### config.mk
export PLATFORM = sky130hd
export DESIGN_NAME = billboard_switchover_control
export DESIGN_NICKNAME = d
export VERILOG_FILES = /design/src/logic/billboard_pkg.sv /design/src/logic/billboard_switchover_control.sv /design/src/logic/pin_sync.sv /design/src/logic/detach_timer.sv
export SDC_FILE = /design/constraint.sdc
export NUM_CORES = 1
export LEC_CHECK = 0
export BUFFER_PORTS_ARGS = -buffer_cell sky130_fd_sc_hd__buf_2
export CORE_MARGIN = 3
export CORE_UTILIZATION = 40
export CTS_BUF_LIST = sky130_fd_sc_hd__clkbuf_16
export CTS_CLUSTER_SIZE = 24
export DETAILED_ROUTE_END_ITERATION = 12
export GPL_ROUTABILITY_DRIVEN = 0
export GPL_TIMING_DRIVEN = 0
export PLACE_DENSITY = 0.63
export SLEW_MARGIN = 25
export SYNTH_ARGS = -nofsm -noshare
export SYNTH_HDL_FRONTEND = slang
export SYNTH_SLANG_ARGS = --single-unit
### constraint.sdc
create_clock -name pclk -period 2.22 [get_ports pclk]
set_clock_uncertainty 0.05 [all_clocks]
set_input_delay 0.444 -clock pclk [delete_from_list [all_inputs] [get_ports pclk]]
set_output_delay 0.444 -clock pclk [all_outputs]
set_load 0.02 [all_outputs]
### src/logic/billboard_pkg.sv
// constants, types and register map for the billboard switchover block
// assumes a 200 MHz core clock and an apb master with 32-bit data
package billboard_pkg;

  localparam int unsigned CLK_PERIOD_NS   = 5;
  localparam int unsigned TICK_TIME_MS    = 10;
  localparam int unsigned TICK_CYCLES_DEF = TICK_TIME_MS * 1000000 / CLK_PERIOD_NS;
  localparam int unsigned DETACH_TIME_US  = 10;
  localparam int unsigned DETACH_CYCLES   =
    (DETACH_TIME_US * 1000 + CLK_PERIOD_NS - 1) / CLK_PERIOD_NS;

  localparam int unsigned APB_ADDR_W = 20;
  localparam int unsigned HOLD_W     = 16;
  localparam int unsigned TIMER_W    = 16;
  localparam int unsigned NUM_FAIL_PINS = 17;

  // register indices; byte address is four times the index
  localparam logic [15:0] IDX_CONTROL = 16'h0004;
  localparam logic [15:0] IDX_TA_LO   = 16'h413c;
  localparam logic [15:0] IDX_TA_HI   = 16'h413d;
  localparam logic [15:0] IDX_TB_LO   = 16'h413e;
  localparam logic [15:0] IDX_TB_HI   = 16'h413f;
  localparam logic [15:0] IDX_STATUS  = 16'h4140;

  localparam int unsigned CTRL_EN_BIT  = 0;
  localparam int unsigned CTRL_SEL_LSB = 1;
  localparam int unsigned CTRL_SEL_MSB = 5;
  localparam logic [7:0]  CONTROL_RESET  = 8'h14;
  localparam logic [7:0]  TIMER_RESET_LO = 8'hd0;
  localparam logic [7:0]  TIMER_RESET_HI = 8'h07;
  localparam logic [4:0]  SEL_RESERVED   = 5'h09;
  localparam logic [4:0]  SEL_LAST       = 5'h10;
  localparam logic [1:0]  BM_CFG_UNSPECIFIED = 2'h0;

  typedef enum logic [1:0] {
    ST_STANDARD,
    ST_DETACH_TO_BB,
    ST_BILLBOARD,
    ST_DETACH_TO_STD
  } mode_type;

  typedef struct packed {
    logic connect;
    logic billboard_id;
  } func_ctrl_type;

  typedef struct packed {
    logic fail_level;
    logic timer_b_run;
    logic timer_a_run;
    logic connected;
    logic billboard_id;
  } status_type;

  function automatic logic [APB_ADDR_W-1:0] reg_addr(input logic [15:0] idx);
    reg_addr = APB_ADDR_W'({idx, 2'b00});
  endfunction : reg_addr

endpackage : billboard_pkg

### src/logic/billboard_switchover_control.sv
// billboard switchover: apb registers, fail pin select, detach sequencing
// assumes a host-side usb function that obeys func_ctrl and reports events
// Function
// - low fail input with enable activates billboard
// - bits 5:1 select fail pin, default 01010
// - bit 0 enables feature, bits 7:6 zero
// - activation first forces function detach
// - reattach with billboard 1.1 identity
// - timer a starts on address set
// - identity only on failure, bmconfigured 00b
// - alternate mode string request starts timer b
// - timer expiry detaches, reattaches standard identity
// - timer counts are 10 ms units
// - timer a defaults 07d0h, 20 s
// - timer b also defaults to 20 s
// - timer a high, timer b bytes mapped
`timescale 1ns/10ps
module billboard_switchover_control #(
  parameter int unsigned TICK_CYCLES = billboard_pkg::TICK_CYCLES_DEF,
  parameter int unsigned DETACH_HOLD = billboard_pkg::DETACH_CYCLES
) (
  input  wire logic                                 pclk,
  input  wire logic                                 presetn,
  input  wire logic [billboard_pkg::APB_ADDR_W-1:0] paddr,
  input  wire logic                                 psel,
  input  wire logic                                 penable,
  input  wire logic                                 pwrite,
  input  wire logic [31:0]                          pwdata,
  input  wire logic [3:0]                           pstrb,
  output logic      [31:0]                          prdata,
  output logic                                      pready,
  output logic                                      pslverr,
  input  wire logic [billboard_pkg::NUM_FAIL_PINS-1:0] gpio_in,
  input  wire logic                                 addr_set,
  input  wire logic                                 alt_string_req,
  output billboard_pkg::func_ctrl_type              func_ctrl,
  output logic                                      alt_string_grant,
  output logic      [1:0]                           bm_configured
);
  import billboard_pkg::*;

  logic [7:0]               control_reg;
  logic [7:0]               ta_lo_reg;
  logic [7:0]               ta_hi_reg;
  logic [7:0]               tb_lo_reg;
  logic [7:0]               tb_hi_reg;
  mode_type                 state_reg;
  logic [HOLD_W-1:0]        hold_cnt_reg;
  logic [31:0]              tick_cnt_reg;
  logic                     tick_reg;
  logic                     armed_reg;
  logic [NUM_FAIL_PINS-1:0] gpio_sync;
  logic [4:0]               sel;
  logic                     fail_level;
  logic                     activate;
  logic                     hold_done;
  logic                     wr_en;
  logic                     mapped;
  logic [7:0]               rd_byte;
  logic                     ta_run;
  logic                     tb_run;
  logic                     ta_exp;
  logic                     tb_exp;
  logic                     leave_bb;
  status_type               status;

  pin_sync #(
    .WIDTH (NUM_FAIL_PINS)
  ) u_sync (
    .pclk         (pclk),
    .presetn      (presetn),
    .pin_in       (gpio_in),
    .pin_sync_out (gpio_sync)
  );

  // pin select; reserved and unused codes read as inactive high
  assign sel = control_reg[CTRL_SEL_MSB:CTRL_SEL_LSB];
  always_comb begin
    if (sel == SEL_RESERVED || sel > SEL_LAST) begin
      fail_level = 1'b1;
    end else begin
      fail_level = gpio_sync[sel];
    end
  end

  // re-arm only after the pin returns high, so a stuck-low pin
  // does not loop through billboard forever
  assign activate  = control_reg[CTRL_EN_BIT] && !fail_level && armed_reg;
  assign hold_done = hold_cnt_reg == HOLD_W'(DETACH_HOLD - 1);
  assign leave_bb  = state_reg == ST_BILLBOARD && (ta_exp || tb_exp);

  always_ff @(posedge pclk or negedge presetn) begin
    if (!presetn) begin
      armed_reg <= 1'b1;
    end else if (fail_level) begin
      armed_reg <= 1'b1;
    end else if (state_reg == ST_STANDARD && activate) begin
      armed_reg <= 1'b0;
    end
  end

  // free-running 10 ms prescaler: first tick after a start comes
  // up to one unit early, a deliberate trade for one shared counter
  always_ff @(posedge pclk or negedge presetn) begin
    if (!presetn) begin
      tick_cnt_reg <= '0;
      tick_reg     <= 1'b0;
    end else if (tick_cnt_reg == 32'(TICK_CYCLES - 1)) begin
      tick_cnt_reg <= '0;
      tick_reg     <= 1'b1;
    end else begin
      tick_cnt_reg <= tick_cnt_reg + 32'h0000_0001;
      tick_reg     <= 1'b0;
    end
  end

  always_ff @(posedge pclk or negedge presetn) begin
    if (!presetn) begin
      state_reg <= ST_STANDARD;
    end else begin
      unique case (state_reg)
        ST_STANDARD: begin
          if (activate) state_reg <= ST_DETACH_TO_BB;
        end
        ST_DETACH_TO_BB: begin
          if (hold_done) state_reg <= ST_BILLBOARD;
        end
        ST_BILLBOARD: begin
          if (ta_exp || tb_exp) state_reg <= ST_DETACH_TO_STD;
        end
        ST_DETACH_TO_STD: begin
          if (hold_done) state_reg <= ST_STANDARD;
        end
      endcase
    end
  end

  always_ff @(posedge pclk or negedge presetn) begin
    if (!presetn) begin
      hold_cnt_reg <= '0;
    end else if (state_reg == ST_DETACH_TO_BB || state_reg == ST_DETACH_TO_STD) begin
      hold_cnt_reg <= hold_done ? '0 : hold_cnt_reg + HOLD_W'(1);
    end else begin
      hold_cnt_reg <= '0;
    end
  end

  // connection and identity follow the next state
  always_ff @(posedge pclk or negedge presetn) begin
    if (!presetn) begin
      func_ctrl <= '{connect: 1'b1, billboard_id: 1'b0};
    end else if (state_reg == ST_STANDARD && activate) begin
      func_ctrl.connect <= 1'b0;
    end else if (state_reg == ST_DETACH_TO_BB && hold_done) begin
      func_ctrl <= '{connect: 1'b1, billboard_id: 1'b1};
    end else if (leave_bb) begin
      func_ctrl.connect <= 1'b0;
    end else if (state_reg == ST_DETACH_TO_STD && hold_done) begin
      func_ctrl <= '{connect: 1'b1, billboard_id: 1'b0};
    end
  end

  always_ff @(posedge pclk or negedge presetn) begin
    if (!presetn) begin
      alt_string_grant <= 1'b0;
      bm_configured    <= BM_CFG_UNSPECIFIED;
    end else begin
      alt_string_grant <= state_reg == ST_BILLBOARD && alt_string_req;
      bm_configured    <= BM_CFG_UNSPECIFIED;
    end
  end

  detach_timer #(
    .WIDTH (TIMER_W)
  ) u_timer_a (
    .pclk    (pclk),
    .presetn (presetn),
    .start   (state_reg == ST_BILLBOARD && addr_set),
    .stop    (state_reg != ST_BILLBOARD),
    .tick    (tick_reg),
    .load    ({ta_hi_reg, ta_lo_reg}),
    .running (ta_run),
    .expired (ta_exp),
    .count   ()
  );

  detach_timer #(
    .WIDTH (TIMER_W)
  ) u_timer_b (
    .pclk    (pclk),
    .presetn (presetn),
    .start   (state_reg == ST_BILLBOARD && alt_string_req),
    .stop    (state_reg != ST_BILLBOARD),
    .tick    (tick_reg),
    .load    ({tb_hi_reg, tb_lo_reg}),
    .running (tb_run),
    .expired (tb_exp),
    .count   ()
  );

  // apb slave: one wait-free access, answer prepared in the setup cycle
  assign wr_en = psel && penable && pwrite && pready && pstrb[0];

  always_ff @(posedge pclk or negedge presetn) begin
    if (!presetn) begin
      control_reg <= CONTROL_RESET;
      ta_lo_reg   <= TIMER_RESET_LO;
      ta_hi_reg   <= TIMER_RESET_HI;
      tb_lo_reg   <= TIMER_RESET_LO;
      tb_hi_reg   <= TIMER_RESET_HI;
    end else if (wr_en) begin
      if (paddr == reg_addr(IDX_CONTROL)) control_reg <= {2'b00, pwdata[5:0]};
      if (paddr == reg_addr(IDX_TA_LO))   ta_lo_reg   <= pwdata[7:0];
      if (paddr == reg_addr(IDX_TA_HI))   ta_hi_reg   <= pwdata[7:0];
      if (paddr == reg_addr(IDX_TB_LO))   tb_lo_reg   <= pwdata[7:0];
      if (paddr == reg_addr(IDX_TB_HI))   tb_hi_reg   <= pwdata[7:0];
    end
  end

  assign status = '{fail_level: fail_level, timer_b_run: tb_run, timer_a_run: ta_run,
                    connected: func_ctrl.connect, billboard_id: func_ctrl.billboard_id};

  always_comb begin
    mapped  = 1'b1;
    rd_byte = 8'h00;
    unique case (paddr)
      reg_addr(IDX_CONTROL): rd_byte = control_reg;
      reg_addr(IDX_TA_LO):   rd_byte = ta_lo_reg;
      reg_addr(IDX_TA_HI):   rd_byte = ta_hi_reg;
      reg_addr(IDX_TB_LO):   rd_byte = tb_lo_reg;
      reg_addr(IDX_TB_HI):   rd_byte = tb_hi_reg;
      reg_addr(IDX_STATUS):  rd_byte = 8'({status});
      default:               mapped  = 1'b0;
    endcase
  end

  always_ff @(posedge pclk or negedge presetn) begin
    if (!presetn) begin
      pready  <= 1'b0;
      pslverr <= 1'b0;
      prdata  <= 32'h0000_0000;
    end else if (psel && !penable) begin
      pready  <= 1'b1;
      pslverr <= !mapped || (pwrite && paddr == reg_addr(IDX_STATUS));
      prdata  <= pwrite ? 32'h0000_0000 : {24'h00_0000, rd_byte};
    end else begin
      pready  <= 1'b0;
      pslverr <= 1'b0;
      prdata  <= 32'h0000_0000;
    end
  end

  property p_activate;
    @(posedge pclk) disable iff (!presetn)
    (state_reg == ST_STANDARD && activate)
      |=> (!func_ctrl.connect && state_reg == ST_DETACH_TO_BB);
  endproperty
  a_activate: assert property (p_activate) else $error("no detach on fail");

  property p_disabled;
    @(posedge pclk) disable iff (!presetn)
    (state_reg == ST_STANDARD && !control_reg[CTRL_EN_BIT]) |=> state_reg == ST_STANDARD;
  endproperty
  a_disabled: assert property (p_disabled) else $error("left standard while off");

  property p_reserved_sel;
    @(posedge pclk) disable iff (!presetn)
    (sel == SEL_RESERVED || sel > SEL_LAST) |-> fail_level;
  endproperty
  a_reserved_sel: assert property (p_reserved_sel) else $error("reserved pin code used");

  property p_ctrl_top_zero;
    @(posedge pclk) disable iff (!presetn)
    (psel && !penable && !pwrite && paddr == reg_addr(IDX_CONTROL)) |=> prdata[7:6] == 2'b00;
  endproperty
  a_ctrl_top_zero: assert property (p_ctrl_top_zero) else $error("control top bits set");

  property p_reattach_bb;
    @(posedge pclk) disable iff (!presetn)
    $rose(state_reg == ST_DETACH_TO_BB) |-> !func_ctrl.connect [*2];
  endproperty
  a_reattach_bb: assert property (p_reattach_bb) else $error("detach too short");

  property p_identity_cause;
    @(posedge pclk) disable iff (!presetn)
    $rose(func_ctrl.billboard_id) |-> func_ctrl.connect && $past(state_reg) == ST_DETACH_TO_BB;
  endproperty
  a_identity_cause: assert property (p_identity_cause) else $error("identity w/o fail");

  property p_timer_a_start;
    @(posedge pclk) disable iff (!presetn)
    (state_reg == ST_BILLBOARD && addr_set) |=> ##1 ta_run || ta_exp;
  endproperty
  a_timer_a_start: assert property (p_timer_a_start) else $error("timer a idle");

  property p_string;
    @(posedge pclk) disable iff (!presetn)
    (state_reg == ST_BILLBOARD && alt_string_req) |=> alt_string_grant ##1 (tb_run || tb_exp);
  endproperty
  a_string: assert property (p_string) else $error("string not served");

  property p_expire;
    @(posedge pclk) disable iff (!presetn)
    leave_bb |=> !func_ctrl.connect && state_reg == ST_DETACH_TO_STD;
  endproperty
  a_expire: assert property (p_expire) else $error("no detach on expiry");

  property p_return_std;
    @(posedge pclk) disable iff (!presetn)
    (state_reg == ST_DETACH_TO_STD && hold_done) |=> func_ctrl.connect && !func_ctrl.billboard_id;
  endproperty
  a_return_std: assert property (p_return_std) else $error("no standard reattach");

  c_activate: cover property (@(posedge pclk) disable iff (!presetn)
    state_reg == ST_STANDARD && activate);
  c_expire_a: cover property (@(posedge pclk) disable iff (!presetn)
    state_reg == ST_BILLBOARD && ta_exp);
  c_expire_b: cover property (@(posedge pclk) disable iff (!presetn)
    state_reg == ST_BILLBOARD && tb_exp);
endmodule : billboard_switchover_control

### src/logic/pin_sync.sv
// two-flop synchroniser for a vector of pin inputs
// assumes each bit is an independent slow level
`timescale 1ns/10ps
module pin_sync #(
  parameter int unsigned WIDTH = 1
) (
  input  wire logic             pclk,
  input  wire logic             presetn,
  input  wire logic [WIDTH-1:0] pin_in,
  output logic      [WIDTH-1:0] pin_sync_out
);
  logic [WIDTH-1:0] meta_reg;

  // idle level of the active-low pins is high
  always_ff @(posedge pclk or negedge presetn) begin
    if (!presetn) begin
      meta_reg     <= '1;
      pin_sync_out <= '1;
    end else begin
      meta_reg     <= pin_in;
      pin_sync_out <= meta_reg;
    end
  end
endmodule : pin_sync

### src/logic/detach_timer.sv
// down counter in 10 ms ticks with a one-cycle expiry pulse
// assumes tick is a one-cycle pulse from the same clock
`timescale 1ns/10ps
module detach_timer
  import billboard_pkg::*;
#(
  parameter int unsigned WIDTH = TIMER_W
) (
  input  wire logic             pclk,
  input  wire logic             presetn,
  input  wire logic             start,
  input  wire logic             stop,
  input  wire logic             tick,
  input  wire logic [WIDTH-1:0] load,
  output logic                  running,
  output logic                  expired,
  output logic      [WIDTH-1:0] count
);
  always_ff @(posedge pclk or negedge presetn) begin
    if (!presetn) begin
      running <= 1'b0;
      expired <= 1'b0;
      count   <= '0;
    end else begin
      expired <= 1'b0;
      if (stop) begin
        running <= 1'b0;
      end else if (start) begin
        running <= 1'b1;
        count   <= load;
      end else if (running && tick) begin
        // a zero load expires on the first tick
        if (count <= WIDTH'(1)) begin
          count   <= '0;
          running <= 1'b0;
          expired <= 1'b1;
        end else begin
          count <= count - WIDTH'(1);
        end
      end
    end
  end

  property p_timer_load;
    @(posedge pclk) disable iff (!presetn)
    (start && !stop) |=> (running && count == $past(load));
  endproperty
  a_timer_load: assert property (p_timer_load) else $error("timer did not load");

  property p_timer_step;
    @(posedge pclk) disable iff (!presetn)
    (running && tick && !start && !stop && count > WIDTH'(1))
      |=> (count == $past(count) - WIDTH'(1)) && !expired;
  endproperty
  a_timer_step: assert property (p_timer_step) else $error("timer step wrong");

  property p_timer_expire;
    @(posedge pclk) disable iff (!presetn)
    (running && tick && !start && !stop && count <= WIDTH'(1))
      |=> expired ##1 !expired;
  endproperty
  a_timer_expire: assert property (p_timer_expire) else $error("expiry pulse wrong");
endmodule : detach_timer

# After elaboration in Yosys (flattened, before gate mapping)
# Cells that the tools add are included.
# W data, S select, Z words.
[classes] reduce_logical=45 n_eq_ne=18 bitwise=2 n_addsub=4 order_cmp=4 muxes=47
[op_table] op="$mux W16" n=8
[op_table] op="$eq A20 B17 Y1 const B" n=5
[op_table] op="$pmux W8 S6" n=1
[op_table] op="$add A32 B1 Y32 const B" n=1
[op_table] op="$eq A32 B21 Y1 const B" n=1
[op_table] op="$le A16 B1 Y1 const B" n=2
[op_table] op="$mux W32" n=1
[op_table] op="$sub A16 B1 Y16 const B" n=2
[op_table] op="$mux W1" n=27
[op_table] op="$eq A20 B5 Y1 const B" n=1
[op_table] op="$reduce_and A2 Y1" n=9
[op_table] op="$add A16 B1 Y16 const B" n=1
[op_table] op="$eq A16 B11 Y1 const B" n=1
[op_table] op="$logic_and A1 B1 Y1" n=16
[op_table] op="$mux W8" n=2
[op_table] op="$mux W2" n=6
[op_table] op="$reduce_bool A3 Y1" n=4
[op_table] op="$ne A2 B2 Y1 const B" n=4
[op_table] op="$pmux W2 S4" n=1
[op_table] op="$reduce_bool A2 Y1" n=4
[op_table] op="$lt A5 B6 Y1 const B" n=1
[op_table] op="$reduce_or A6 Y1" n=1
[op_table] op="$bmux W1 S5" n=1
[op_table] op="$eq A5 B4 Y1 const B" n=1
[op_table] op="other kinds (11)" n=19
[totals] regBits=197 out_inout_bits=39 in_bits=80 word_cells=144

# Depth between registers and ports, before layout
# Gate-level depths: netlist (run 1).
[depth] word_depth=9 ltp_mapped=9 depth_no_buf=7

# Cells and area by module
# From an unflattened synthesis (run 1), not the netlist that was laid out.
[unflattened] cells_unflattened=755 area_unflattened_um2=8420.6
[by_module_without_submodules] mod="billboard_switchover_control" instances=1 cells_each=459 seq_area_each_um2=2597.5 area_per_inst_um2=5200.0
[by_module_without_submodules] mod="detach_timer" instances=2 cells_each=131 seq_area_each_um2=450.4 area_per_inst_um2=1163.6
[by_module_without_submodules] mod="pin_sync" instances=1 cells_each=34 seq_area_each_um2=893.4 area_per_inst_um2=893.4

# Worst setup path after synthesis (run 1)
# Ideal clock, no wire load.
[synth_timing] path_type="register to register" from="reg u_timer_b.count[11]" to="reg u_timer_b.count[14]" setup_ns=0.126 required_ns=2.044 arrival_ns=2.196 stages_incl_launch_ff=7 path_buffers=1 slack_ns=-0.152 period_less_slack_ns=2.372 cell_sequence="dfrtp_1 or4_4 or3_4 o41ai_4 buf_6 o21ai_2 a221o_1"
[synth_between] elab_chain_cells=4 elab_cells_between_ends=5 cone_classes="add/sub: 1; order compare: 1; mux: 3"
[synth_rtl] element="from (decl)" line_no="detach_timer.sv:17" rtl="output logic [WIDTH-1:0] count"
[synth_rtl] element="from (signal assigned)" line_no="detach_timer.sv:30" rtl="count <= load;"
[synth_rtl] element="from (signal assigned)" line_no="detach_timer.sv:38" rtl="count <= count - WIDTH'(1);"
[synth_rtl] element="$sub A16 B1 Y16 or $le A16 B1 Y1 (tied branches)" line_no="detach_timer.sv:38, detach_timer.sv:33"
[synth_rtl] element="$mux W16 *" line_no="detach_timer.sv:33" rtl="if (count <= WIDTH'(1)) begin"
[synth_rtl] element="$mux W16 *" line_no="detach_timer.sv:31" rtl="end else if (running && tick) begin"
[synth_rtl] element="$mux W16 *" line_no="detach_timer.sv:28" rtl="end else if (start) begin"
# Every way passes the cells marked *; elsewhere a longest branch is shown, timed or not. The select of a mux whose other input is x is not followed.
# A chain may end at the register's enable or synchronous reset.

# Final worst setup path (run 1)
[layout_timing] from="reg u_timer_b.count[11]" to="reg u_timer_b.count[12]"
# Same word-level chain as after synthesis.

==> results of run 1 <==
power breakdown:
part	leakage, nW	internal [W]	switching (W)
clock network	0.288	0.00153	0.00133
registers	2.16	0.00320	0.0000462
logic	2.11	0.000259	0.000411
total	4.56	0.00499	0.00179
logic make-up after synthesis:
kind of cell	Yosys count	synth area share, %
and+or+nand+nor	258	17.0
DFF	171	52.9
AOI/OAI and AO/OA	139	12.0
buffers and inverters	76	4.89
muxes	51	7.22
xor gates and xnor gates	42	4.48
adders and majority gates	10	1.52
other	1	0.0457
final timing paths:
| path | endpoint | cells after the start | startpoint | slack [ns] |
|---|---|---|---|---|
| min in group asynchronous | u_timer_b.count[12] | 2 | presetn | 0.45 |
| min reg2reg | u_sync.pin_sync_out[11] | 0 | u_sync.meta_reg[11] | 0.31 |
| max in group asynchronous | u_sync.pin_sync_out[0] | 3 | presetn | 0.95 |
| max reg2reg | u_timer_b.count[12] | 8 | u_timer_b.count[11] | -0.28 |
| min | u_sync.meta_reg[5] | 1 | gpio_in[5] | 0.05 |
| max | u_timer_b.count[12] | 8 | u_timer_b.count[11] | -0.28 |
cell usage after synthesis (all sizes together), types with 4 or more instances:
cell,n
ha,10
nand2b,4
a221o,12
inv,23
dfstp,48
xnor2,25
nand3,25
a222oi,6
o21ai,40
nand4,13
a21oi,26
nand2,48
o31ai,4
nor2b,4
or3,12
and4,6
and3,6
clkbuf,20
xor2,17
a21o,4
or4,11
a22oi,14
buf,32
nor3,22
nor4b,4
nor4,21
and2,4
mux2,46
a32oi,6
dfrtp,123
nor2,61
layout make-up:
type / count / area share, %
sequential: 171 / 42.4
buffer: 44 / 2.95
clock buffer: 18 / 4.39
clock inverter: 14 / 1.09
multi-input combinational: 526 / 37.9
inverter: 24 / 0.891
antenna: 1 / 0.0244
tap: 265 / 3.23
timing repair buffer: 107 / 7.16
stage by stage:
step	setup TNS, ns	power, W	area (um2)
after CTS	-3.23	0.00681	10000
after detailed placement	-36.72	0.00390	9070
after floorplan	-1.56	0.00366	8340
final	-3.45	0.00678	10300
after global routing	-4.35	0.00704	10200
after global placement	-334.90	0.00388	9000
critical path, stage by stage, from the launching register on:
cell and delay (ns):
dfrtp_1 0.38, or4_4 0.54, or3_4 0.38, o41ai_4 0.34, buf_4 0.18, buf_6 0.10, buf_4 0.11, nor3_1 0.04
a211o_1 0.26
layer usage:
metal  part of all wire [%]  GRT usage, %  wire, um
met3                    5.6          4.13      1110
met1                     44          24.1      8770
met5                      0             0         0
met2                     48          28.1      9500
met4                    2.2          6.22       433
what timing repair did:
action / CTS / global route
gates resized for setup: 55 / 39
buffers inserted: 24 / 16
hold endpoints to repair: 34 / 0
hold buffers: 1 / 0
pin swaps: 15 / 15
setup endpoints to repair: 99 / 73
cloned: 1 / 0
==> metrics.md, run 1 <==
| Metric | Value |
|---|---|
| Outcome | finished with violations |
| Failing checks | negative setup slack |
| Max Cap Viol | 0 |
| Register area share after synthesis | between 50 and 60% |
| Peak supply drop | 458 uV |
| Ports | 119 |
| Final Hold Vio Count | 0 |
| Reg area | 0.00434 mm2 |
| Max-slew violation count | 0 |
| Fin crit period | 2.50 ns |
| Setup Viol. Count Final | 18 |
| Die Height | roughly 150 um |
| DRC Markers | 0 |
| I/O Buffers | 64 |
| Most used flip-flop cell after synthesis | dfrtp_1 |
| Clock-pin slew on the worst setup and hold paths | 0.07 ns |
| Tcrit/Tclk final | 113% |
| Startpoint types | flip-flop |
| Largest cells by area after synthesis | dfrtp_1 (37%), dfstp_2 (15%), mux2_2 (6.3%), nor2_1 (2.8%), xnor2_1 (2.7%) |
| Share of cells above drive strength 1 | 37.7% |
| Area of the multi-input gates | just under 0.004 mm2 |
| Core area | roughly 0.020 mm2 |
| Non-filler cells, final | 1170 |
| DR WL/cell | 16.9 um |
| Setup CP Type | reg -> reg |
| Cells after Synth | ~750 |
| Vias in the first global route | between 5000 and 6000 |
| Netlist Area Pre-Place | about 0.008 mm2 |
| Final WS setup | -0.280 ns |
| Worst hold slack | around 0.052 ns |
| First-pass GRT wire length | 31300 um |
| Final nets | 981 |
| DRT Pass-1 Iters | 6 |
| EDFF count, synth | 0 |
| Largest net degree at the start of global routing | 79 |
| Hold Path Class | in -> reg |
| Synth warn | 0 |
| Synthesized area per cell | 11.0 um2 |
| Final core utilization | 51.8% |
| Fill count | 1739 |
| Synth Register Bits | approximately 170 |
| Pwr dens | 661 mW/mm2 |
| CTS Sinks | 171 |
| Commonest cells after routing, fill and taps aside | dfrtp_1 (119), buf_2 (66), nor2_1 (61) |
| Largest register FFs | 32 |
| Vias per cell | 5.41 |
| Maximum root-to-sink buffer count | 2 |
| Crit path DAT | 2.77 ns |
| Leakage | 4.56 nW |
| Worst-margin pin slew | around 0.62 ns |
| Final wirelength | between 15000 and 20000 um |
| RSZ-0062 raised after global routing | yes |
| Die X | 149 um |
| Post-route ant nets | 0 |
| Critical Path RT | around 2.5 ns |
| H-tree depth | 4 |
| Distinct cells, synth | slightly above 70 |
| Initial antenna violation count | 0 |
| GR Overflow Total | 0 |
| CTS buffer count | 17 |
| Area Overhead vs Synth | 24.9% |
| Root Buffer | clkbuf_16 |
| CTS tree | built |
| Ys async rst share | 100% |
| DR vias | about 6300 |
| Max-slew headroom | 58.7% |
| Die area | 0.0223 mm2 |
| Gr usage total | between 15 and 20% |
| Core Rows | about 50 |
| Synth area leader | dfrtp_1 |
| Inst Count DP | between 1000 and 1500 |
| Share of the synthesized area in the top cell type | 37.5% |
| Skew-Pair Late Insertion Delay | 0.43 ns |
| Crit Path Max Fanout | 3 |
| Critical path capture point type | flip-flop |
| 1st-iter DRT viols | 358 |
| Commonest non-fill, non-tap cell in the layout | dfrtp_1 |
| Fmax | 400 MHz |
| Hpwl dp | 13500 um |
| Initial Util | 41.5% |
| Worst slack at placement | -0.696 ns |
Note: power is estimated with default switching activity, not from simulation.
==> inputs of run 2 (changes only) <==
PLACE_DENSITY = 0.61   (was 0.63)
clock period = 2.96 ns   (was 2.22 ns; I/O delays follow)
==> run 2 against run 1 <==
Compared with the run above: critical path depth shrank 2; final cell count shrank 3.0%; design area shrank 6.7%; global-route usage shrank 0.77 points; the flow now finishes without violations; routed wire length shrank 6.2%; sequential power shrank 26%; flip-flop and latch count is the same; critical endpoint is now tb_lo_reg[1]; count of clock-buffer cells in the layout is the same; first-iteration DRC count grew 25%; power shrank 27%; utilization shrank 3.5 points; via count shrank 5.8%.
==> metrics.md, run 2 (synthesized netlist as in run 1, its figures left out) <==
| Metric | Value |
|---|---|
| Max-slew violation count | 0 (unchanged) |
| DR vias | 5966 (-5.8%) |
| Postcts setup bufs | 0 (-100%) |
| Reg area | 0.00434 mm2 (-0.12%) |
| Final nets | 947 (-3.5%) |
| Hold Path Class | in -> async |
| Max-slew headroom | 46.7% (-12 points) |
| Area Overhead vs Synth | 16.6% |
| Worst-margin pin slew | 0.792 ns (+0.173 ns) |
| Non-filler cells, final | 1135 (-3.0%) |
| Fill count | 1849 (+6.3%) |
| Largest register FFs | 32 (unchanged) |
| Setup CP Type | in -> reg |
| Crit path DAT | 3.00 ns (+0.23 ns) |
| Critical path capture point type | flip-flop |
| Fmax | 366 MHz |
| Outcome | finished, final reports clean |
| ANT cells | 0 (-1) |
| Peak supply drop | 390 uV (-15%) |
| Ports | 119 (unchanged) |
| Crit Path Max Fanout | 9 (+6) |
| Critical path buffers and inverters | 1 (-2) |
| Skew-Pair Late Insertion Delay | 0.43 ns (about the same) |
| Final wirelength | 18600 um (-6.2%) |
| Die X | 149 um (unchanged) |
| CTS Sinks | 171 (unchanged) |
| Fin crit period | 2.73 ns |
| Area of the multi-input gates | 0.00358 mm2 (-7.8%) |
| DR WL/cell | 16.4 um (-3.4%) |
| CP Cell Sequence | buf_2 -> nor4_1 -> nand4b_1 -> nor3_2 -> nand2_1 -> mux2_2 |
| Crit-path max cell delay | 0.71 ns (+0.17 ns) |
| GR Overflow Total | 0 (unchanged) |
| CP top delay family | simple AND/OR/NAND/NOR gates |
| Die Height | 149 um (unchanged) |
| Tcrit/Tclk final | 92.4% |
| Die area | 0.0223 mm2 (unchanged) |
| Commonest cells after routing, fill and taps aside | dfrtp_1 (123), buf_2 (66), nor2_1 (61) |
| Final Hold Vio Count | 0 (unchanged) |
| Share of cells above drive strength 1 | 27.7% (-10 points) |
| Maximum root-to-sink buffer count | 2 (unchanged) |
| Commonest non-fill, non-tap cell in the layout | dfrtp_1 |
| Setup Viol. Count Final | 0 (-18) |
| Core area | 0.0198 mm2 (unchanged) |
| DRC Markers | 0 (unchanged) |
| CP max-delay cell | nor3_2 |
| Pwr dens | 517 mW/mm2 (-22%) |
| Largest net degree at the start of global routing | 89 (+13%) |
| Max Cap Viol | 0 (unchanged) |
| RSZ-0062 raised after global routing | no |
| Gr usage total | 17.0% (-0.77 points) |
| 1st-iter DRT viols | 447 (+25%) |
| Core Rows | 51 (unchanged) |
| Vias per cell | 5.26 (-2.9%) |
| CTS tree | built |
| Post-route ant nets | 0 (unchanged) |
| Startpoint types | input port |
| First-pass GRT wire length | 29900 um (-4.5%) |
| Initial Util | 41.5% (unchanged) |
| Vias in the first global route | 5597 (-6.5%) |
| Root Buffer | clkbuf_16 |
| Inst Count DP | 1103 (-0.091%) |
| CTS buffer count | 17 (unchanged) |
| Clock-pin slew on the worst setup and hold paths | 0.07 ns (about the same) |
| Initial antenna violation count | 1 (+1) |
| DRT Pass-1 Iters | 5 (-1) |
| I/O Buffers | 64 (unchanged) |
| Leakage | 4.22 nW (-7.5%) |
| Final core utilization | 48.4% (-3.5 points) |
| Hpwl dp | 13100 um (-2.8%) |
| Critical Path RT | 3.22 ns (+0.73 ns) |
| H-tree depth | 4 (unchanged) |
-- run 2: changes by cell type in the layout (fill, tap and decap cells not counted), sizes merged --
cell         delta
buf            -41
inv             -3
diode           -1
dlygate4sd3     -1
clkbuf          +8
clkinv          +3
-- run 2: layout make-up --
cell class              instances  area share (%)
well taps                     265            3.47
repair buffers                 65            3.74
clock buffers                  18            4.71
flip-flops and latches        171            45.4
clock inverters                14            1.11
plain buffers                  52            3.26
multi-input cells             526            37.4
inverters                      24           0.942
-- run 2: metrics by stage --
stage          instance area [um2]  hold WS [ns]  total power, W  TNS [ns]  setup slack [ns]
4_1_cts                       9560         0.129         0.00499         0             0.175
5_1_grt                       9570         0.149         0.00515         0            0.0358
3_5_place_dp                  9000         0.297         0.00286     -6.27            -0.288
6_report                      9570        0.0950         0.00495         0             0.226
2_1_floorplan                 8300         0.246         0.00270         0             0.460
3_3_place_gp                  8950         0.296         0.00286   -206.93             -1.49
-- run 2: layer usage --
| layer | global-route usage [%] | vias up | part of all wire (%) | wire (um) |
|---|---|---|---|---|
| li1 | - | 2910 | - | - |
| met1 | 24.2 | 2897 | 47 | 8770 |
| met2 | 26.2 | 141 | 46 | 8590 |
| met3 | 4.50 | 16 | 5.3 | 991 |
| met4 | 3.84 | 2 | 1.1 | 207 |
| met5 | 0 | - | 0.070 | 13 |
-- run 2: path summary, 6_finish.rpt --
check | startpoint | endpoint | slack [ns] | depth (start not counted)
worst max-delay path | paddr[11] | tb_lo_reg[1] | 0.23 | 6
worst min-delay path | presetn | alt_string_grant | 0.1 | 1
worst max register to register | hold_cnt_reg[11] | hold_cnt_reg[3] | 0.39 | 5
worst min register to register | u_sync.meta_reg[6] | u_sync.pin_sync_out[6] | 0.30 | 0
max in group asynchronous | presetn | u_sync.pin_sync_out[7] | 1.89 | 2
min in group pclk | gpio_in[8] | u_sync.meta_reg[8] | 0.20 | 1
-- run 2: report_power, final --
| group | switching [W] | internal [W] |
|---|---|---|
| registers | 0.0000257 | 0.00240 |
| logic | 0.000257 | 0.000141 |
| clock network | 0.000989 | 0.00114 |
| total | 0.00127 | 0.00368 |
-- run 2: worst register-to-register path, cell delays in order, from the launching register on --
cell and delay (ns):
dfrtp_1 0.41, or4b_2 0.69, or4_1 0.49, o21ai_1 0.41, buf_2 0.34, nor2_1 0.08
-- run 2: repair_timing --
item / 4_1_cts / 5_1_grt
hold buffers: 0 / 0
setup endpoints to repair: 0 / 8
resized for setup: 0 / 1
==> inputs of run 3 (changes only) <==
CORE_UTILIZATION = 45   (was 40)
PLACE_DENSITY = 0.72   (was 0.61)
SYNTH_HIERARCHICAL = 1   (was default)
==> run 3 against run 2 <==
Compared with the run above: non-clock buffer count shrank 8; count of clock-buffer cells in the layout shrank 1; combinational power shrank 53%; worst setup slack lost 0.044 ns; design area grew 1.5%; utilization grew 5.3 points; register-to-register slack lost 0.02 ns; clock power grew 5%; fmax shrank 1.6%; sequential power is essentially flat.
==> metrics.md, run 3 <==
| Metric | Value |
|---|---|
| Die X | 142 um (-4.6%) |
| Max-slew headroom | 35.3% (-11 points) |
| Post-route ant nets | 0 (unchanged) |
| Core Rows | 49 (-3.9%) |
| I/O Buffers | 63 (-1.6%) |
| Setup CP Type | in -> reg |
| Area Overhead vs Synth | 16.0% |
| Commonest cells after routing, fill and taps aside | dfrtp_1 (123), buf_2 (64), nor2_1 (61) |
| Critical Path RT | 3.23 ns (about the same) |
| Synth warn | 6 (+6) |
| Share of cells above drive strength 1 | 28.7% (+0.98 points) |
| Cells after Synth | 753 (+0.67%) |
| FF-to-FF Start | hold_cnt_reg[4] |
| Critical path capture point type | flip-flop |
| Tcrit/Tclk final | 93.9% (+1.5 points) |
| Final WS setup | 0.182 ns (-0.0438 ns) |
| Crit Path Max Fanout | 8 (-1) |
| Worst slack at placement | -0.530 ns (-0.242 ns) |
| First-pass GRT wire length | 31700 um (+6.0%) |
| FF-to-FF setup slack | 0.37 ns (-0.02 ns) |
| Hpwl dp | 13800 um (+5.2%) |
| DR vias | 6242 (+4.6%) |
| Initial antenna violation count | 0 (-1) |
| RR Endpoint | state_reg[1] |
| Crit path DAT | 3.05 ns (+0.05 ns) |
| Largest register FFs | 32 (unchanged) |
| Root Buffer | clkbuf_16 |
| Area of the multi-input gates | 0.00377 mm2 (+5.3%) |
| CTS tree | built |
| Fmax | 360 MHz (-1.6%) |
| Skew-Pair Late Insertion Delay | 0.43 ns (about the same) |
| GR Overflow Total | 0 (unchanged) |
| Max Cap Viol | 0 (unchanged) |
| ANT cells | 0 (unchanged) |
| Cell area after layout | 0.00971 mm2 (+1.5%) |
| Met3 Resource Use GR | 3.70% (-0.80 points) |
| Final wirelength | 19200 um (+3.1%) |
| Gr usage total | 19.5% (+2.5 points) |
| Synthesized area per cell | 11.1 um2 (+1.3%) |
| DRT Pass-1 Iters | 5 (unchanged) |
| Maximum root-to-sink buffer count | 2 (unchanged) |
| 1st-iter DRT viols | 441 (-1.3%) |
| Fin crit period | 2.78 ns (+0.0438 ns) |
| CTS buffer count | 17 (unchanged) |
| Final Hold Vio Count | 0 (unchanged) |
| DP Area | 0.00911 mm2 (+1.2%) |
| Clock-pin slew on the worst setup and hold paths | 0.07 ns (about the same) |
| Vias in the first global route | 6107 (+9.1%) |
| Max-slew violation count | 0 (unchanged) |
| Die Height | 142 um (-4.6%) |
| Worst-margin pin slew | 0.962 ns (+0.170 ns) |
| CP max-delay cell | nor3_1 |
| Leakage | 4.28 nW (+1.3%) |
| Peak supply drop | 421 uV (+8.0%) |
| Worst hold slack | 0.0737 ns (-0.0214 ns) |
| GR Util met1 | 26.4% (+2.2 points) |
| Vias per cell | 5.65 (+7.6%) |
| DRC Markers | 0 (unchanged) |
| Startpoint types | input port |
| Hold_buf cts | 0 (unchanged) |
| M2 GR Usage | 32.4% (+6.2 points) |
| Fill count | 1544 (-16%) |
| Core area | 0.0181 mm2 (-8.6%) |
| CTS Sinks | 171 (unchanged) |
| Ports | 119 (unchanged) |
| Die area | 0.0203 mm2 (-9.0%) |
| Final nets | 952 (+0.53%) |
| Setup Viol. Count Final | 0 (unchanged) |
| Hold Path Class | in -> async |
| Netlist Area Pre-Place | 0.00837 mm2 (+1.9%) |
| Largest net degree at the start of global routing | 96 (+7.9%) |
| Pwr dens | 495 mW/mm2 (-4.4%) |
| Outcome | finished, final reports clean |
| Commonest non-fill, non-tap cell in the layout | dfrtp_1 |
| RSZ-0062 raised after global routing | no |
| Top Usage Layer GRT | met2 |
| DR WL/cell | 17.3 um (+6.0%) |
| Reg area | 0.00434 mm2 (unchanged) |
| H-tree depth | 4 (unchanged) |
| Initial Util | 46.3% (+4.8 points) |
| Crit-path max cell delay | 0.79 ns (+0.08 ns) |
| Most frequent CP cell | or4_4 |
| Worst Reg-to-Reg Cells | 5 (unchanged) |
| CP Cell Sequence | buf_2 -> or4_4 -> or4_4 -> nor3_1 -> a222oi_1 -> a21oi_1 |
==> run 3: worst max path at each step <==
stage	startpoint	to	slack [ns]	depth (start not counted)
after floorplan	paddr[2]	control_reg[0]	0.11	6
after global placement	presetn	u_timer_a/count[7]	-1.31	1
after detailed placement	paddr[12]	tb_lo_reg[5]	-0.53	6
after CTS	paddr[12]	tb_hi_reg[7]	0.07	6
after global routing	paddr[1]	prdata[2]	0.01	6
final	paddr[1]	prdata[0]	0.18	6
==> run 3: final cells by class <==
class | count | area share, %
flip-flops and latches | 171 | 44.7
clock inverters | 15 | 1.65
multi-input cells | 542 | 38.8
clock buffers | 17 | 4.38
inverters | 21 | 0.812
plain buffers | 44 | 2.96
well taps | 229 | 2.95
repair buffers | 65 | 3.71
==> run 3: per-layer routing <==
layer | up-vias | part of all wire (%)
met1 | 3104 | 45
met2 | 150 | 49
met3 | 21 | 4.4
li1 | 2967 | -
met5 | - | 0
met4 | 0 | 1.3
==> run 3: stage by stage <==
stage | utilization [%] | TNS (ns) | total power (W) | cells
after floorplan | - | 0 | 0.00250 | 778
after global placement | 50.1 | -187.50 | 0.00261 | 1070
after detailed placement | 50.4 | -11.13 | 0.00261 | 1071
after CTS | 53.6 | 0 | 0.00485 | 1104
after global routing | 53.7 | 0 | 0.00497 | 1104
final | 53.7 | 0 | 0.00480 | 1104
==> run 3: what timing repair did <==
item | CTS | global route
setup endpoints to repair | 8 | 8
pin swaps | 1 | 0
setup buffers | 1 | 0
gates resized for setup | 0 | 1
==> run 3: power by group <==
group	leakage, nW	switching, W	internal, W
registers	2.16	0.00000707	0.00238
clock network	0.277	0.000974	0.00126
logic	1.84	0.000122	0.0000651
total	4.28	0.00110	0.00370
==> run 3: critical path: cells and delay by family <==
kind / cells / cell delay [ns]
buffers and inverters: 1 / 0.12
AOI/OAI and AO/OA: 2 / 0.54
and+or+nand+nor: 3 / 1.80
